**src/rtl/dcp_pkg.sv**
```systemverilog
package dcp_pkg;

  // ==========================================================
  // register map
  localparam int unsigned DCP_W = 16;
  localparam logic [15:0] ADDR_MODEL = 16'h0000;
  localparam logic [15:0] ADDR_POWER = 16'h0001;
  localparam logic [15:0] ADDR_VCLASS = 16'h0002;
  localparam logic [15:0] ADDR_FWREV = 16'h0003;
  localparam logic [15:0] ADDR_LOCK = 16'h0004;
  localparam logic [15:0] ADDR_FREQ = 16'h0005;
  localparam logic [15:0] ADDR_CMD = 16'h0006;
  localparam logic [15:0] ADDR_ACCEL = 16'h0007;
  localparam logic [15:0] ADDR_DECEL = 16'h0008;
  localparam logic [15:0] ADDR_CURR = 16'h0009;
  localparam logic [15:0] ADDR_OFREQ = 16'h000A;
  localparam logic [15:0] ADDR_OVOLT = 16'h000B;
  localparam logic [15:0] ADDR_DCBUS = 16'h000C;
  localparam logic [15:0] ADDR_OPOW = 16'h000D;
  localparam logic [15:0] ADDR_LAST = 16'h000D;

  // ==========================================================
  // exception codes, 00 means a normal answer
  localparam logic [7:0] EXC_NONE = 8'h00;
  localparam logic [7:0] EXC_BAD_ADDR = 8'h02;
  localparam logic [7:0] EXC_DENIED = 8'h14;

  // ==========================================================
  // reset values
  localparam logic LOCK_RST = 1'b0;
  localparam logic [15:0] FREQ_RST = 16'h0000;
  localparam logic [15:0] ACCEL_RST = 16'h0032;
  localparam logic [15:0] DECEL_RST = 16'h0032;

  // ==========================================================
  // run command word fields
  localparam int unsigned CMD_STOP = 0;
  localparam int unsigned CMD_FWD = 1;
  localparam int unsigned CMD_REV = 2;
  localparam int unsigned CMD_FRST = 3;
  localparam int unsigned CMD_ESTOP = 4;
  localparam int unsigned CMD_SRC_LSB = 6;
  localparam int unsigned FSRC_LSB = 8;

  typedef struct packed {
    logic        write;
    logic [15:0] addr;
    logic [15:0] wdata;
  } dcp_req_t;

  typedef struct packed {
    logic [7:0]  exc;
    logic [15:0] rdata;
  } dcp_rsp_t;

  typedef struct packed {
    logic [15:0] current;
    logic [15:0] freq;
    logic [15:0] volt;
    logic [15:0] dcbus;
    logic [15:0] power;
  } dcp_mon_t;

  typedef struct packed {
    logic [15:0] freq_ref;
    logic [15:0] ramp_up;
    logic [15:0] ramp_down;
    logic        stop;
    logic        fwd;
    logic        rev;
  } dcp_ctl_t;

endpackage

```
**src/rtl/dcp_regs.sv**
```systemverilog
`timescale 1ns/1ps
module dcp_regs
  import dcp_pkg::*;
#(
  // value is arbitrary
  parameter logic [15:0] MODEL_CODE = 16'h00A5,
  parameter logic [15:0] POWER_CODE = 16'h0006,
  parameter logic        VOLT_CLASS = 1'b0,
  // version values are arbitrary
  parameter logic [7:0]  FW_MAJOR   = 8'h02,
  parameter logic [7:0]  FW_MINOR   = 8'h03,
  parameter logic [15:0] RUN_BLOCK  = 16'h0000
) (
  input  wire logic        clk,
  input  wire logic        arst_n,
  input  wire logic        req_valid,
  input  wire dcp_req_t    req,
  output logic             req_ready,
  output logic             rsp_valid,
  output dcp_rsp_t         rsp,
  input  wire dcp_mon_t    mon,
  input  wire logic        running,
  input  wire logic [1:0]  cmd_src,
  input  wire logic [4:0]  freq_src,
  output dcp_ctl_t         ctl,
  output logic             fault_reset,
  output logic             estop,
  output logic             unlocked
);

  // ==========================================================
  // request sequencer
  typedef enum logic [1:0] {
    ST_IDLE   = 2'b01,
    ST_ANSWER = 2'b10
  } dcp_state_t;

  dcp_state_t state_q, state_d;
  logic       accept;
  logic [7:0] exc;
  logic       wr_ok;

  assign req_ready = (state_q == ST_IDLE);
  assign accept = req_valid && req_ready;
  assign rsp_valid = (state_q == ST_ANSWER);

  always_comb begin
    case (state_q)
      ST_IDLE: begin
        state_d = accept ? ST_ANSWER : ST_IDLE;
      end
      ST_ANSWER: begin
        state_d = ST_IDLE;
      end
      default: begin
        state_d = ST_IDLE;
      end
    endcase
  end

  always_ff @(posedge clk or negedge arst_n) begin
    if (!arst_n) begin
      state_q <= ST_IDLE;
    end else begin
      state_q <= state_d;
    end
  end

  // ==========================================================
  // access permission
  logic lock_q, lock_d;

  dcp_access_check #(
    .RUN_BLOCK (RUN_BLOCK)
  ) u_check (
    .addr    (req.addr),
    .write   (req.write),
    .lock    (lock_q),
    .running (running),
    .exc     (exc)
  );

  // a refused write leaves every writable word untouched; only the answer register takes its exception code
  assign wr_ok = accept && req.write && (exc == EXC_NONE);

  // ==========================================================
  // writable words
  logic [15:0] freq_q, freq_d;
  logic [15:0] up_q, up_d;
  logic [15:0] down_q, down_d;
  logic        cmd_wr;
  logic [2:0]  run_bits;
  logic [15:0] cmd_word;

  always_comb begin
    lock_d = lock_q;
    freq_d = freq_q;
    up_d = up_q;
    down_d = down_q;
    if (wr_ok) begin
      case (req.addr)
        ADDR_LOCK: lock_d = req.wdata[0];
        ADDR_FREQ: freq_d = req.wdata;
        ADDR_ACCEL: up_d = req.wdata;
        ADDR_DECEL: down_d = req.wdata;
        default: begin
        end
      endcase
    end
  end

  always_ff @(posedge clk or negedge arst_n) begin
    if (!arst_n) begin
      lock_q <= LOCK_RST;
      freq_q <= FREQ_RST;
      up_q <= ACCEL_RST;
      down_q <= DECEL_RST;
    end else begin
      lock_q <= lock_d;
      freq_q <= freq_d;
      up_q <= up_d;
      down_q <= down_d;
    end
  end

  assign cmd_wr = wr_ok && (req.addr == ADDR_CMD);

  dcp_cmd_word u_cmd (
    .clk         (clk),
    .arst_n      (arst_n),
    .wr_en       (cmd_wr),
    .wdata       (req.wdata),
    .cmd_src     (cmd_src),
    .freq_src    (freq_src),
    .run_bits    (run_bits),
    .fault_reset (fault_reset),
    .estop       (estop),
    .rd_word     (cmd_word)
  );

  assign ctl.freq_ref = freq_q;
  assign ctl.ramp_up = up_q;
  assign ctl.ramp_down = down_q;
  assign ctl.stop = run_bits[CMD_STOP];
  assign ctl.fwd = run_bits[CMD_FWD];
  assign ctl.rev = run_bits[CMD_REV];
  assign unlocked = lock_q;

  // ==========================================================
  // read mux and answer register
  logic [15:0] rd_val;
  dcp_rsp_t    rsp_q, rsp_d;

  always_comb begin
    case (req.addr)
      ADDR_MODEL:  rd_val = MODEL_CODE;
      ADDR_POWER:  rd_val = POWER_CODE;
      ADDR_VCLASS: rd_val = {15'h0000, VOLT_CLASS};
      ADDR_FWREV:  rd_val = {FW_MAJOR, FW_MINOR};
      // lock reads as 0 or 1
      ADDR_LOCK:   rd_val = {15'h0000, lock_q};
      ADDR_FREQ:   rd_val = freq_q;
      ADDR_CMD:    rd_val = cmd_word;
      ADDR_ACCEL:  rd_val = up_q;
      ADDR_DECEL:  rd_val = down_q;
      ADDR_CURR:   rd_val = mon.current;
      ADDR_OFREQ:  rd_val = mon.freq;
      ADDR_OVOLT:  rd_val = mon.volt;
      ADDR_DCBUS:  rd_val = mon.dcbus;
      ADDR_OPOW:   rd_val = mon.power;
      default:     rd_val = 16'h0000;
    endcase
  end

  always_comb begin
    rsp_d = rsp_q;
    if (accept) begin
      rsp_d.exc = exc;
      // writes and refusals answer with zero data
      rsp_d.rdata = (req.write || exc != EXC_NONE) ? 16'h0000 : rd_val;
    end
  end

  always_ff @(posedge clk or negedge arst_n) begin
    if (!arst_n) begin
      rsp_q <= '0;
    end else begin
      rsp_q <= rsp_d;
    end
  end

  assign rsp = rsp_q;
endmodule

```
**src/rtl/dcp_access_check.sv**
```systemverilog
`timescale 1ns/1ps
module dcp_access_check
  import dcp_pkg::*;
#(
  parameter logic [15:0] RUN_BLOCK = 16'h0000
) (
  input  wire logic [15:0] addr,
  input  wire logic        write,
  input  wire logic        lock,
  input  wire logic        running,
  output logic [7:0]       exc
);

  logic ro;

  always_comb begin
    case (addr)
      ADDR_LOCK, ADDR_FREQ, ADDR_CMD,
      ADDR_ACCEL, ADDR_DECEL: ro = 1'b0;
      default: ro = 1'b1;
    endcase
  end

  // the lock word itself stays writable, else it could never unlock
  always_comb begin
    exc = EXC_NONE;
    if (addr > ADDR_LAST) begin
      exc = EXC_BAD_ADDR;
    end else if (write) begin
      if (ro) begin
        exc = EXC_DENIED;
      end else if (addr != ADDR_LOCK && !lock) begin
        exc = EXC_DENIED;
      end else if (running && RUN_BLOCK[addr[3:0]]) begin
        exc = EXC_DENIED;
      end
    end
  end

endmodule

```
**src/rtl/dcp_cmd_word.sv**
```systemverilog
`timescale 1ns/1ps
module dcp_cmd_word
  import dcp_pkg::*;
(
  input  wire logic        clk,
  input  wire logic        arst_n,
  input  wire logic        wr_en,
  input  wire logic [15:0] wdata,
  input  wire logic [1:0]  cmd_src,
  input  wire logic [4:0]  freq_src,
  output logic [2:0]       run_bits,
  output logic             fault_reset,
  output logic             estop,
  output logic [15:0]      rd_word
);

  logic [2:0] run_q, run_d;
  logic       frst_q, frst_d;
  logic       frp_q, frp_d;
  logic       esp_q, esp_d;

  always_comb begin
    run_d = run_q;
    frst_d = frst_q;
    frp_d = 1'b0;
    esp_d = 1'b0;
    if (wr_en) begin
      run_d = wdata[CMD_REV:CMD_STOP];
      frst_d = wdata[CMD_FRST];
      frp_d = wdata[CMD_FRST] && !frst_q;
      esp_d = wdata[CMD_ESTOP];
    end
  end

  always_ff @(posedge clk or negedge arst_n) begin
    if (!arst_n) begin
      run_q <= 3'h0;
      frst_q <= 1'b0;
      frp_q <= 1'b0;
      esp_q <= 1'b0;
    end else begin
      run_q <= run_d;
      frst_q <= frst_d;
      frp_q <= frp_d;
      esp_q <= esp_d;
    end
  end

  assign run_bits = run_q;
  assign fault_reset = frp_q;
  assign estop = esp_q;
  assign rd_word = {3'h0, freq_src, cmd_src, 3'h0, run_q};
endmodule

```
**config.mk**
```make
export PLATFORM = sky130hd
export DESIGN_NAME = dcp_regs
export DESIGN_NICKNAME = d
export VERILOG_FILES = /design/src/rtl/dcp_pkg.sv /design/src/rtl/dcp_regs.sv /design/src/rtl/dcp_access_check.sv /design/src/rtl/dcp_cmd_word.sv
export SDC_FILE = /design/constraint.sdc
export NUM_CORES = 1
export LEC_CHECK = 0
export BUFFER_PORTS_ARGS = -buffer_cell sky130_fd_sc_hd__buf_2
export CORE_ASPECT_RATIO = 1.2
export CORE_MARGIN = 3
export CORE_UTILIZATION = 44
export CTS_CLUSTER_DIAMETER = 30
export DETAILED_ROUTE_END_ITERATION = 8
export PLACE_DENSITY = 0.89
export SYNTH_ARGS = -nofsm -noshare
export SYNTH_HDL_FRONTEND = slang
export SYNTH_HIERARCHICAL = 1
export SYNTH_SLANG_ARGS = --single-unit
```
**constraint.sdc**
```tcl
create_clock -name clk -period 2.3 [get_ports clk]
set_input_delay 0.46 -clock clk [delete_from_list [all_inputs] [get_ports clk]]
set_output_delay 0.46 -clock clk [all_outputs]
set_load 0.01 [all_outputs]
```
==> reports/results.tsv, run 1 <==
stage	metric	value	unit
power	internal power	0.00240	W
job	max-cap viol count	0	
detailed_routing	DRT met1 WL	6550	µm
run_status	failing checks	negative setup slack	
timing	relative slew slack	55.6	%
critical_path	crit path DAT	2540	ps
timing	skew final	6.71	ps
global_route	Total GRT Usage	27.6	%
clock_network	CTS tree	done	
layout	layout cells sized above 1	56.2	%
layout	Antenna Cells	0	
clock_network	CTS sink count	81	
synthesis	syn_area_per_cell	11.3	µm²
clock_network	Worst-Skew Late Latency	330	ps
min_path	Hold Crit Class	in2async	
clock_network	CTS Hold Bufs	0	
floorplanning	core area	10200	µm²
power	sequential cell fraction of total power	45.2	%
detailed_routing	vias	4653	
critical_path	Worst setup EP type	flip-flop	
placed_design	port bufs	202	
timing	crit path time final	2330	ps
timing	Slew Viols, Final	0	
synthesis	top-count cell post-synth	dfrtp_1	
critical_path	Critical Path Source Type	primary input	
timing	Worst Tran Pin Value	665	ps
layout	Area Overhead vs Synth	41.8	%
synthesis	Synth area leader	dfrtp_1	
synthesis	synthesized cell area	4680	µm²
synthesis	Ys Warns	6	
floorplanning	Die Wd	100	µm
timing	Setup WS post-layout	-27.6	ps
detailed_routing	Remaining DRCs	0	
timing	unrepaired setup endpoints after global routing	true	
synthesis	top cell type's share of synthesized area	39.6	%
critical_path	Critical Path RT	2520	ps
synthesis	EDFF count, synth	0	
placed_design	dpl hpwl	12600	µm
critical_path	Setup CP Type	in2reg	
detailed_routing	met2 WL	8640	µm
layout	filler instances	816	
power	Pleak	3.39	nW
floorplanning	die footprint	11900	µm²
clock_network	clk slew on worst S/H paths	60	ps
layout	Final Cell Area	6630	µm²
global_route	initial antenna violation count	0	
clock_network	clk root buf	clkbuf_16	
critical_path	Crit. Startpoint	req[30]	
floorplanning	starting density of the core	45.8	%
global_route	number of global-route vias before repair	4759	
detailed_routing	top layer in use	met4	
clock_network	Max Root-Sink Buffers	2	
timing	Final Hold Viols	0	
clock_network	TritonCTS Buffers	9	
timing	TNS Setup	-139	ps
detailed_routing	wire per inst	22.0	µm
detailed_routing	Routed WL	17000	µm
floorplanning	die height	119	µm
timing	Final Setup Violations	12	
run_status	status	finished, violations left	
floorplanning	Cell Rows	40	
timing	fmax	0.430	GHz
detailed_routing	first drt pass iteration count	6	
synthesis	Cells after Synth	413	
power	net switching power	0.000847	W
detailed_routing	metal3 WL	1360	µm
timing	Hold Slack	58.5	ps
synthesis	sequential share of the synthesized area	43.5	%
power	Sw Share	26.1	%
global_route	Overflow after GRT	0	
synthesis	Commonest cells post-synth	74 x dfrtp_1, 40 x a22oi_1, 34 x nand2_1	
critical_path	worst-path fanout max	7	
floorplanning	Ports	204	
synthesis	ys flop type	dfrtp_1	
global_route	first-pass GRT wire length	25800	µm
synthesis	Distinct cells, synth	60	
synthesis	#FFs+latches synth	81	
clock_network	H-tree depth	3	
timing	Final period util	101	%
global_route	largest net degree at the start of global routing	53	
power	cell area power density	489	nW/µm²
placed_design	routability congestion estimate from global placement	0.923	
power	clock share of power	42.8	%
placed_design	Post-DP Area	6120	µm²
critical_path	reg2reg start	unlocked	
power	combinational power share	12.0	%
layout	Final nets	768	
synthesis	Synth area leaders	dfrtp_1 40%, mux2_2 7.5%, a22oi_1 6.4%	
synthesis	ys async rst share	100	%
placed_design	dpl ws	-320	ps
detailed_routing	vias per inst	6.00	
power	Max VDD drop	0.000354	V
detailed_routing	Iteration-0 DRC Markers	453	
detailed_routing	remaining antenna violation count after routing	0	
-- cell families after synthesis --
group           share of synthesized area [%]
simple gates                             16.7
compound gates                           17.9
flops                                    43.5
buf+inv                                  8.02
mux                                      13.8
other cells                             0.161
-- timing repair --
item / 4_1_cts / 5_1_grt
buffers inserted: 0 / 6
gates resized for setup: 1 / 32
cloned: 0 / 1
hold endpoints to repair: 0 / 0
pin swaps: 0 / 11
setup endpoints to repair: 36 / 71
-- registers in the layout, indices dropped and copies added (netlist names) --
name and flops:
u_cmd/frst_q 1, freq_q 16, up_q 16, u_cmd/estop 1
unlocked 1, u_cmd/run_bits 3, u_cmd/fault_reset 1, rsp 24
state_q 2, down_q 16
-- per-layer routing --
layer	up-vias	global-route usage [%]
li1	2032	-
met1	2276	34.9
met2	297	46.6
met3	48	5.57
met4	0	9.44
met5	-	0
-- layout by cell type, fill, tap and decap left out, types with 3 or more instances in the layout --
cell	netlist	layout
nand4b_1	5	5
and2_1	8	8
nor4_4	6	12
a22oi_1	40	40
a211o_1	8	8
a21boi_0	3	3
clkbuf_16	0	10
dfstp_2	7	7
mux2_1	12	10
a32oi_1	3	3
a221oi_1	6	6
mux2_2	31	30
buf_4	25	51
nand4_1	4	4
a22o_1	3	3
nor2_1	4	3
buf_6	5	10
inv_1	3	3
and3_1	10	8
o21ai_0	5	5
dfrtp_1	74	74
nor4_1	7	3
buf_2	8	195
mux2_4	10	13
a222oi_1	14	14
or4bb_1	3	3
nand2_1	34	34
buf_12	1	8
a21oi_1	11	6
a31oi_1	4	4
nor2b_1	6	6
a21oi_2	0	5
conb_1	2	11
-- power by group through the flow --
stage / clock network, W / registers (W) / logic [W]
finish: 0.00139 / 0.00147 / 0.000391
global route: 0.00147 / 0.00147 / 0.000422
CTS: 0.00140 / 0.00147 / 0.000369
detailed placement: 0 / 0.00149 / 0.000366
global placement: 0 / 0.00149 / 0.000353
floorplan: 0 / 0.00150 / 0.000128
-- area by class of cell --
class                           count  area (µm²)  area share (%)
Clock buffer                       10         239            3.60
Clock inverter                      6        50.0           0.754
Inverter                            3        11.3           0.170
Multi-Input combinational cell    283        2470            37.2
Sequential cell                    81        2040            30.7
Tap cell                          126         158            2.38
Timing Repair Buffer              266        1670            25.2
-- critical path: stages --
cell       delay (ps)
buf_6             100
nor4_4            260
nand4_1           130
buf_6             150
a311oi_4          420
nor4_4             80
and3_4            210
nand4b_1          120
buf_6             140
clkbuf_16         160
a21oi_2            30
a211o_1           260
-- worst paths after layout --
kind | end | slack, ps | depth (start not counted)
max in group asynchronous | up_q[5] | 1570 | 2
min in group clk | freq_q[11] | 370 | 2
max reg2reg | rsp[3] | 0 | 10
max | rsp[3] | -30 | 12
min reg2reg | rsp[20] | 470 | 2
min | rsp[17] | 60 | 1
-- stage by stage --
step	instances	total power, W	util [%]
final	775	0.00325	65.0
after global routing	775	0.00336	65.0
after CTS	768	0.00324	62.8
after detailed placement	752	0.00186	60.0
after global placement	752	0.00184	60.0
after floorplan	422	0.00163	-
(Power assumes the default switching activity.)
==> run 2: changes to the inputs <==
- PLACE_DENSITY: 0.89 -> 0.78
==> run 2 against run 1 <==
The run still ends with negative setup slack left. Flip-flop and latch count unchanged. Critical path depth unchanged. Clock power increased by 3%. Sequential power about the same. Total power increased by 0.49%. Critical endpoint is now rsp[9]. Largest cell class unchanged.
==> reports/results.tsv, run 2 (same netlist as run 1, synthesis figures left out) <==
stage	metric	value	unit
layout	Final Cell Area	6480	µm²
global_route	largest net degree at the start of global routing	43	
floorplanning	Cell Rows	40	
power	cell area power density	504	nW/µm²
layout	filler instances	842	
clock_network	Worst-Skew Late Latency	340	ps
timing	TNS Setup	-871	ps
global_route	initial antenna violation count	0	
layout	layout cells sized above 1	55.7	%
timing	Final period util	102	%
critical_path	Setup CP Type	in2reg	
detailed_routing	Iteration-0 DRC Markers	439	
floorplanning	Die Wd	100	µm
power	Pleak	3.31	nW
global_route	Overflow after GRT	0	
critical_path	FF-to-FF path depth	9	
clock_network	clk slew on worst S/H paths	60	ps
layout	most frequent cells in the layout	201 x buf_2, 74 x dfrtp_1, 46 x buf_4	
clock_network	clk root buf	clkbuf_16	
floorplanning	die height	119	µm
detailed_routing	wire per inst	21.4	µm
critical_path	Worst setup EP type	flip-flop	
critical_path	reg2reg setup slack	-30	ps
clock_network	CTS sink count	81	
detailed_routing	Routed WL	16400	µm
power	Max VDD drop	0.000430	V
global_route	Total GRT Usage	26.7	%
timing	Final Setup Violations	49	
layout	max reg flops	24	
placed_design	dpl ws	-359	ps
timing	crit path time final	2360	ps
floorplanning	die footprint	11900	µm²
timing	Setup WS post-layout	-55.5	ps
clock_network	Max Root-Sink Buffers	2	
detailed_routing	Remaining DRCs	0	
clock_network	H-tree depth	3	
run_status	failing checks	negative setup slack	
layout	Area Overhead vs Synth	38.4	%
placed_design	Post-DP Area	6040	µm²
critical_path	Critical Path RT	2520	ps
floorplanning	starting density of the core	45.8	%
timing	unrepaired setup endpoints after global routing	true	
timing	Final Hold Viols	0	
critical_path	RR Endpoint	up_q[2]	
job	max-cap viol count	0	
critical_path	reg2reg start	unlocked	
timing	Slew Viols, Final	0	
timing	relative slew slack	56.4	%
layout	Final nets	760	
detailed_routing	vias per inst	6.03	
timing	Worst Tran Pin Value	655	ps
detailed_routing	remaining antenna violation count after routing	0	
detailed_routing	vias	4622	
floorplanning	core area	10200	µm²
placed_design	dpl hpwl	12000	µm
clock_network	CTS tree	done	
layout	commonest non-fill, non-tap cell in the layout	buf_2	
global_route	number of global-route vias before repair	4660	
clock_network	TritonCTS Buffers	9	
timing	fmax	0.425	GHz
layout	area of the multi-input gates	2420	µm²
placed_design	routability congestion estimate from global placement	0.909	
critical_path	crit path DAT	2580	ps
min_path	Hold Crit Class	in2async	
critical_path	Critical Path Source Type	primary input	
run_status	status	finished, violations left	
floorplanning	Ports	204	
detailed_routing	first drt pass iteration count	6	
layout	FF/Latch Area	2040	µm²
timing	skew final	4.37	ps
critical_path	worst-path fanout max	6	
global_route	first-pass GRT wire length	24900	µm
placed_design	port bufs	202	
layout	Antenna Cells	0	
[run 2: through the flow]
step                utilization, %  hold slack [ps]  power, W  std cells
floorplan                        -              164   0.00163        422
global placement              59.2              458   0.00183        743
detailed placement            59.2              459   0.00184        743
CTS                           62.1              116   0.00327        759
global route                  63.4              135   0.00340        767
finish                        63.4             98.7   0.00326        767
[run 2: power by group]
group | total (W) | internal, W | switching (W)
combinational | 0.000361 | 0.000156 | 0.000205
sequential | 0.00147 | 0.00145 | 0.0000131
clock | 0.00143 | 0.000840 | 0.000594
total | 0.00326 | 0.00245 | 0.000812
[run 2: worst max path at each step]
| stage | start | slack, ps | to | depth (start not counted) |
|---|---|---|---|---|
| global route | unlocked | -140 | up_q[10] | 9 |
| detailed placement | req[23] | -360 | rsp[9] | 11 |
| finish | req[20] | -60 | rsp[9] | 12 |
| CTS | unlocked | -10 | up_q[2] | 8 |
| floorplan | req[25] | -140 | down_q[10] | 7 |
| global placement | req[23] | -300 | rsp[9] | 11 |
[run 2: area by class of cell]
type                       count  area share (%)
clock buffer                   9            3.48
clock inverter                 7            1.08
timing repair buffer         258            24.0
sequential                    81            31.4
tap                          126            2.43
multi-input combinational    283            37.4
inverter                       3           0.174
[run 2: timing repair]
item / CTS / global route
gates resized for setup: 1 / 14
cloned: 0 / 2
pin swaps: 0 / 7
hold buffers: 0 / 0
setup buffers: 0 / 6
endpoints found under the setup margin: 17 / 71
[run 2: per-layer routing]
layer	vias to the layer above	GRT usage [%]	part of all wire (%)
li1	2027	-	-
met1	2307	34.8	40
met2	256	44.3	49
met3	32	5.45	8.6
met4	0	8.34	2.1
met5	-	0	0
[run 2: worst max-delay path: stages]
cell,delay (ps)
buf_4,120
nor4_4,290
nand4_1,230
a311oi_2,340
buf_4,180
nor4_4,50
and3_4,190
nand4b_1,110
buf_4,150
buf_6,130
a21oi_2,50
a211o_1,270
==> run 3: changes to the inputs <==
- CORE_UTILIZATION: 44 -> 42
- PLACE_DENSITY: 0.78 -> 0.77
- SYNTH_HIERARCHICAL: 1 -> default
==> run 3 against run 2 <==
The run now ends clean. Cell area is 7.8% lower. Register-to-register slack better by 260 ps. Sequential share of layout area is 0.16 points higher. First-iteration DRC count is 27% lower. Critical path type unchanged.
==> reports/results.tsv, run 3 <==
stage	metric	value	unit
run_status	status	completed	
placed_design	placed cell count	706	
layout	Antenna Cells	0	
clock_network	Worst-Skew Late Latency	340	ps
critical_path	reg2reg start	state_q[0]	
power	Pleak	3.06	nW
timing	TNS Setup	0	ps
detailed_routing	vias per inst	5.89	
detailed_routing	remaining antenna violation count after routing	0	
min_path	Hold Crit Class	in2async	
synthesis	top-count cell post-synth	dfrtp_1	
synthesis	synthesized cell area	4220	µm²
clock_network	CTS tree	done	
critical_path	Critical Path RT	2520	ps
synthesis	post-synthesis mux area share	20.6	%
critical_path	Crit path depth	7	
clock_network	H-tree depth	3	
critical_path	RR Endpoint	rsp[11]	
detailed_routing	first drt pass iteration count	4	
detailed_routing	wire per inst	21.7	µm
global_route	number of global-route vias before repair	4278	
timing	crit path time final	2190	ps
layout	layout cells sized above 1	58.3	%
critical_path	Critical Path Source Type	primary input	
floorplanning	starting density of the core	43.6	%
clock_network	clk slew on worst S/H paths	60	ps
detailed_routing	vias	4251	
global_route	Total GRT Usage	27.6	%
layout	Final nets	718	
critical_path	reg2reg setup slack	230	ps
synthesis	Synth area leader	dfrtp_1	
clock_network	CTS sink count	75	
layout	non-filler cells, final	722	
placed_design	Post-DP Area	5640	µm²
timing	Worst Tran Pin Value	521	ps
synthesis	xor/xnor share of the synthesized area	0	%
timing	Final Hold Viols	0	
synthesis	ys async rst share	100	%
critical_path	Max stage delay on crit path	530	ps
synthesis	#FFs+latches synth	75	
critical_path	crit path cell chain	buf_2 -> or4_4 -> or3_4 -> nor3_4 -> o2111ai_4 -> buf_4 -> mux2_4	
timing	Final Setup Violations	0	
synthesis	adder-cell share of the synthesized area	0	%
layout	Area Overhead vs Synth	41.6	%
synthesis	syn_area_per_cell	11.4	µm²
layout	commonest non-fill, non-tap cell in the layout	buf_2	
job	max-cap viol count	0	
synthesis	Distinct cells, synth	53	
floorplanning	Cell Rows	39	
global_route	Overflow after GRT	0	
synthesis	largest family of logic cells by synthesized area	multiplexers	
critical_path	Setup CP Type	in2reg	
clock_network	postcts setup bufs	0	
layout	most frequent cells in the layout	196 x buf_2, 68 x dfrtp_1, 52 x mux2_2	
timing	relative slew slack	65.3	%
synthesis	top cell type's share of synthesized area	40.4	%
synthesis	EDFF count, synth	0	
clock_network	clk root buf	clkbuf_16	
timing	skew final	6.83	ps
clock_network	Max Root-Sink Buffers	2	
synthesis	Ys Warns	0	
synthesis	ys flop type	dfrtp_1	
critical_path	worst-path fanout max	6	
placed_design	dpl hpwl	12100	µm
clock_network	TritonCTS Buffers	9	
detailed_routing	Remaining DRCs	0	
critical_path	Worst setup EP type	flip-flop	
power	Max VDD drop	0.000390	V
layout	Final Cell Area	5970	µm²
timing	Final period util	95.3	%
detailed_routing	Routed WL	15700	µm
critical_path	Worst path slowest cell	or4_4	
critical_path	worst path buffer plus inverter count	2	
floorplanning	Die Wd	97.5	µm
global_route	initial antenna violation count	0	
synthesis	Synth area leaders	dfrtp_1 40%, mux2_2 14%, dfstp_2 4.4%	
timing	Slew Viols, Final	0	
power	cell area power density	535	nW/µm²
placed_design	port bufs	197	
detailed_routing	Iteration-0 DRC Markers	321	
floorplanning	core area	9660	µm²
critical_path	Crit. Startpoint	req[27]	
critical_path	FF-to-FF path depth	6	
synthesis	Synth Area in Compound Gates	17.9	%
clock_network	CTS Hold Bufs	0	
critical_path	Top delay family on crit path	simple AND/OR/NAND/NOR gates	
synthesis	Post-Synth Simple-Gate Area	12.1	%
synthesis	Commonest cells post-synth	68 x dfrtp_1, 52 x mux2_2, 26 x clkbuf_1, 26 x nand2_1, 16 x a32oi_1	
floorplanning	Ports	204	
critical_path	crit path DAT	2410	ps
floorplanning	die height	116	µm
layout	Finished Core Util	61.8	%
synthesis	Cells after Synth	369	
layout	max reg flops	18	
global_route	first-pass GRT wire length	23900	µm
floorplanning	die footprint	11300	µm²
timing	fmax	0.456	GHz
global_route	largest net degree at the start of global routing	49	
layout	filler instances	850	
timing	unrepaired setup endpoints after global routing	false	
synthesis	sequential share of the synthesized area	44.7	%
placed_design	routability congestion estimate from global placement	0.947	
power	total power	0.00319	W
-- run 3: how the worst max path moves through the flow --
| stage | endpoint | slack, ps |
|---|---|---|
| after floorplan | down_q[10] | -270 |
| after global placement | down_q[12] | -280 |
| after detailed placement | rsp[5] | -310 |
| after CTS | down_q[8] | 30 |
| after global routing | rsp[15] | 7 |
| final | down_q[8] | 110 |
-- run 3: per-stage QoR --
step	hold WS, ps	worst slack [ps]
floorplan	164	-270
global placement	399	-279
detailed placement	406	-310
CTS	51.7	34.4
global route	69.9	7.00
finish	42.1	108
-- run 3: power breakdown --
part	internal, W	leakage (nW)	total (W)	switching, W
logic	0.000155	1.89	0.000340	0.000185
registers	0.00133	1.02	0.00133	0.00000211
clock network	0.000976	0.156	0.00152	0.000547
total	0.00246	3.06	0.00319	0.000734
-- run 3: final cells by class --
cell class,instances,area [µm²],share of cell area (%)
repair buffers,248,1410,23.6
well taps,123,154,2.58
multi-input cells,257,2190,36.7
flip-flops and latches,75,1890,31.6
clock buffers,11,243,4.07
clock inverters,5,77.6,1.30
inverters,3,11.3,0.189
-- run 3: cell families after synthesis --
logic type             Yosys count
AO/OA/AOI/OAI                   95
AND/OR/NAND/NOR                 88
flip-flops                      75
multiplexers                    69
buffers and inverters           41
other                            1
-- run 3: routing by layer --
layer	wire, µm	GRT usage (%)	vias up
met3	1280	5.72	34
met4	425	11.5	0
met2	7870	46.5	233
met1	6110	34.7	2106
li1	-	-	1878
met5	0	0	-
-- run 3: timing repair --
action / in CTS / in global routing
endpoints found under the setup margin: 0 / 11
gates resized for setup: 0 / 1
endpoints found under the hold margin: 0 / 0
-- run 3: worst register-to-register path: stages, from the launching register on --
cell	delay, ps
dfstp_2	530
and3b_1	250
inv_1	230
nor2_1	180
nand3_1	340
buf_4	290
a32oi_1	170
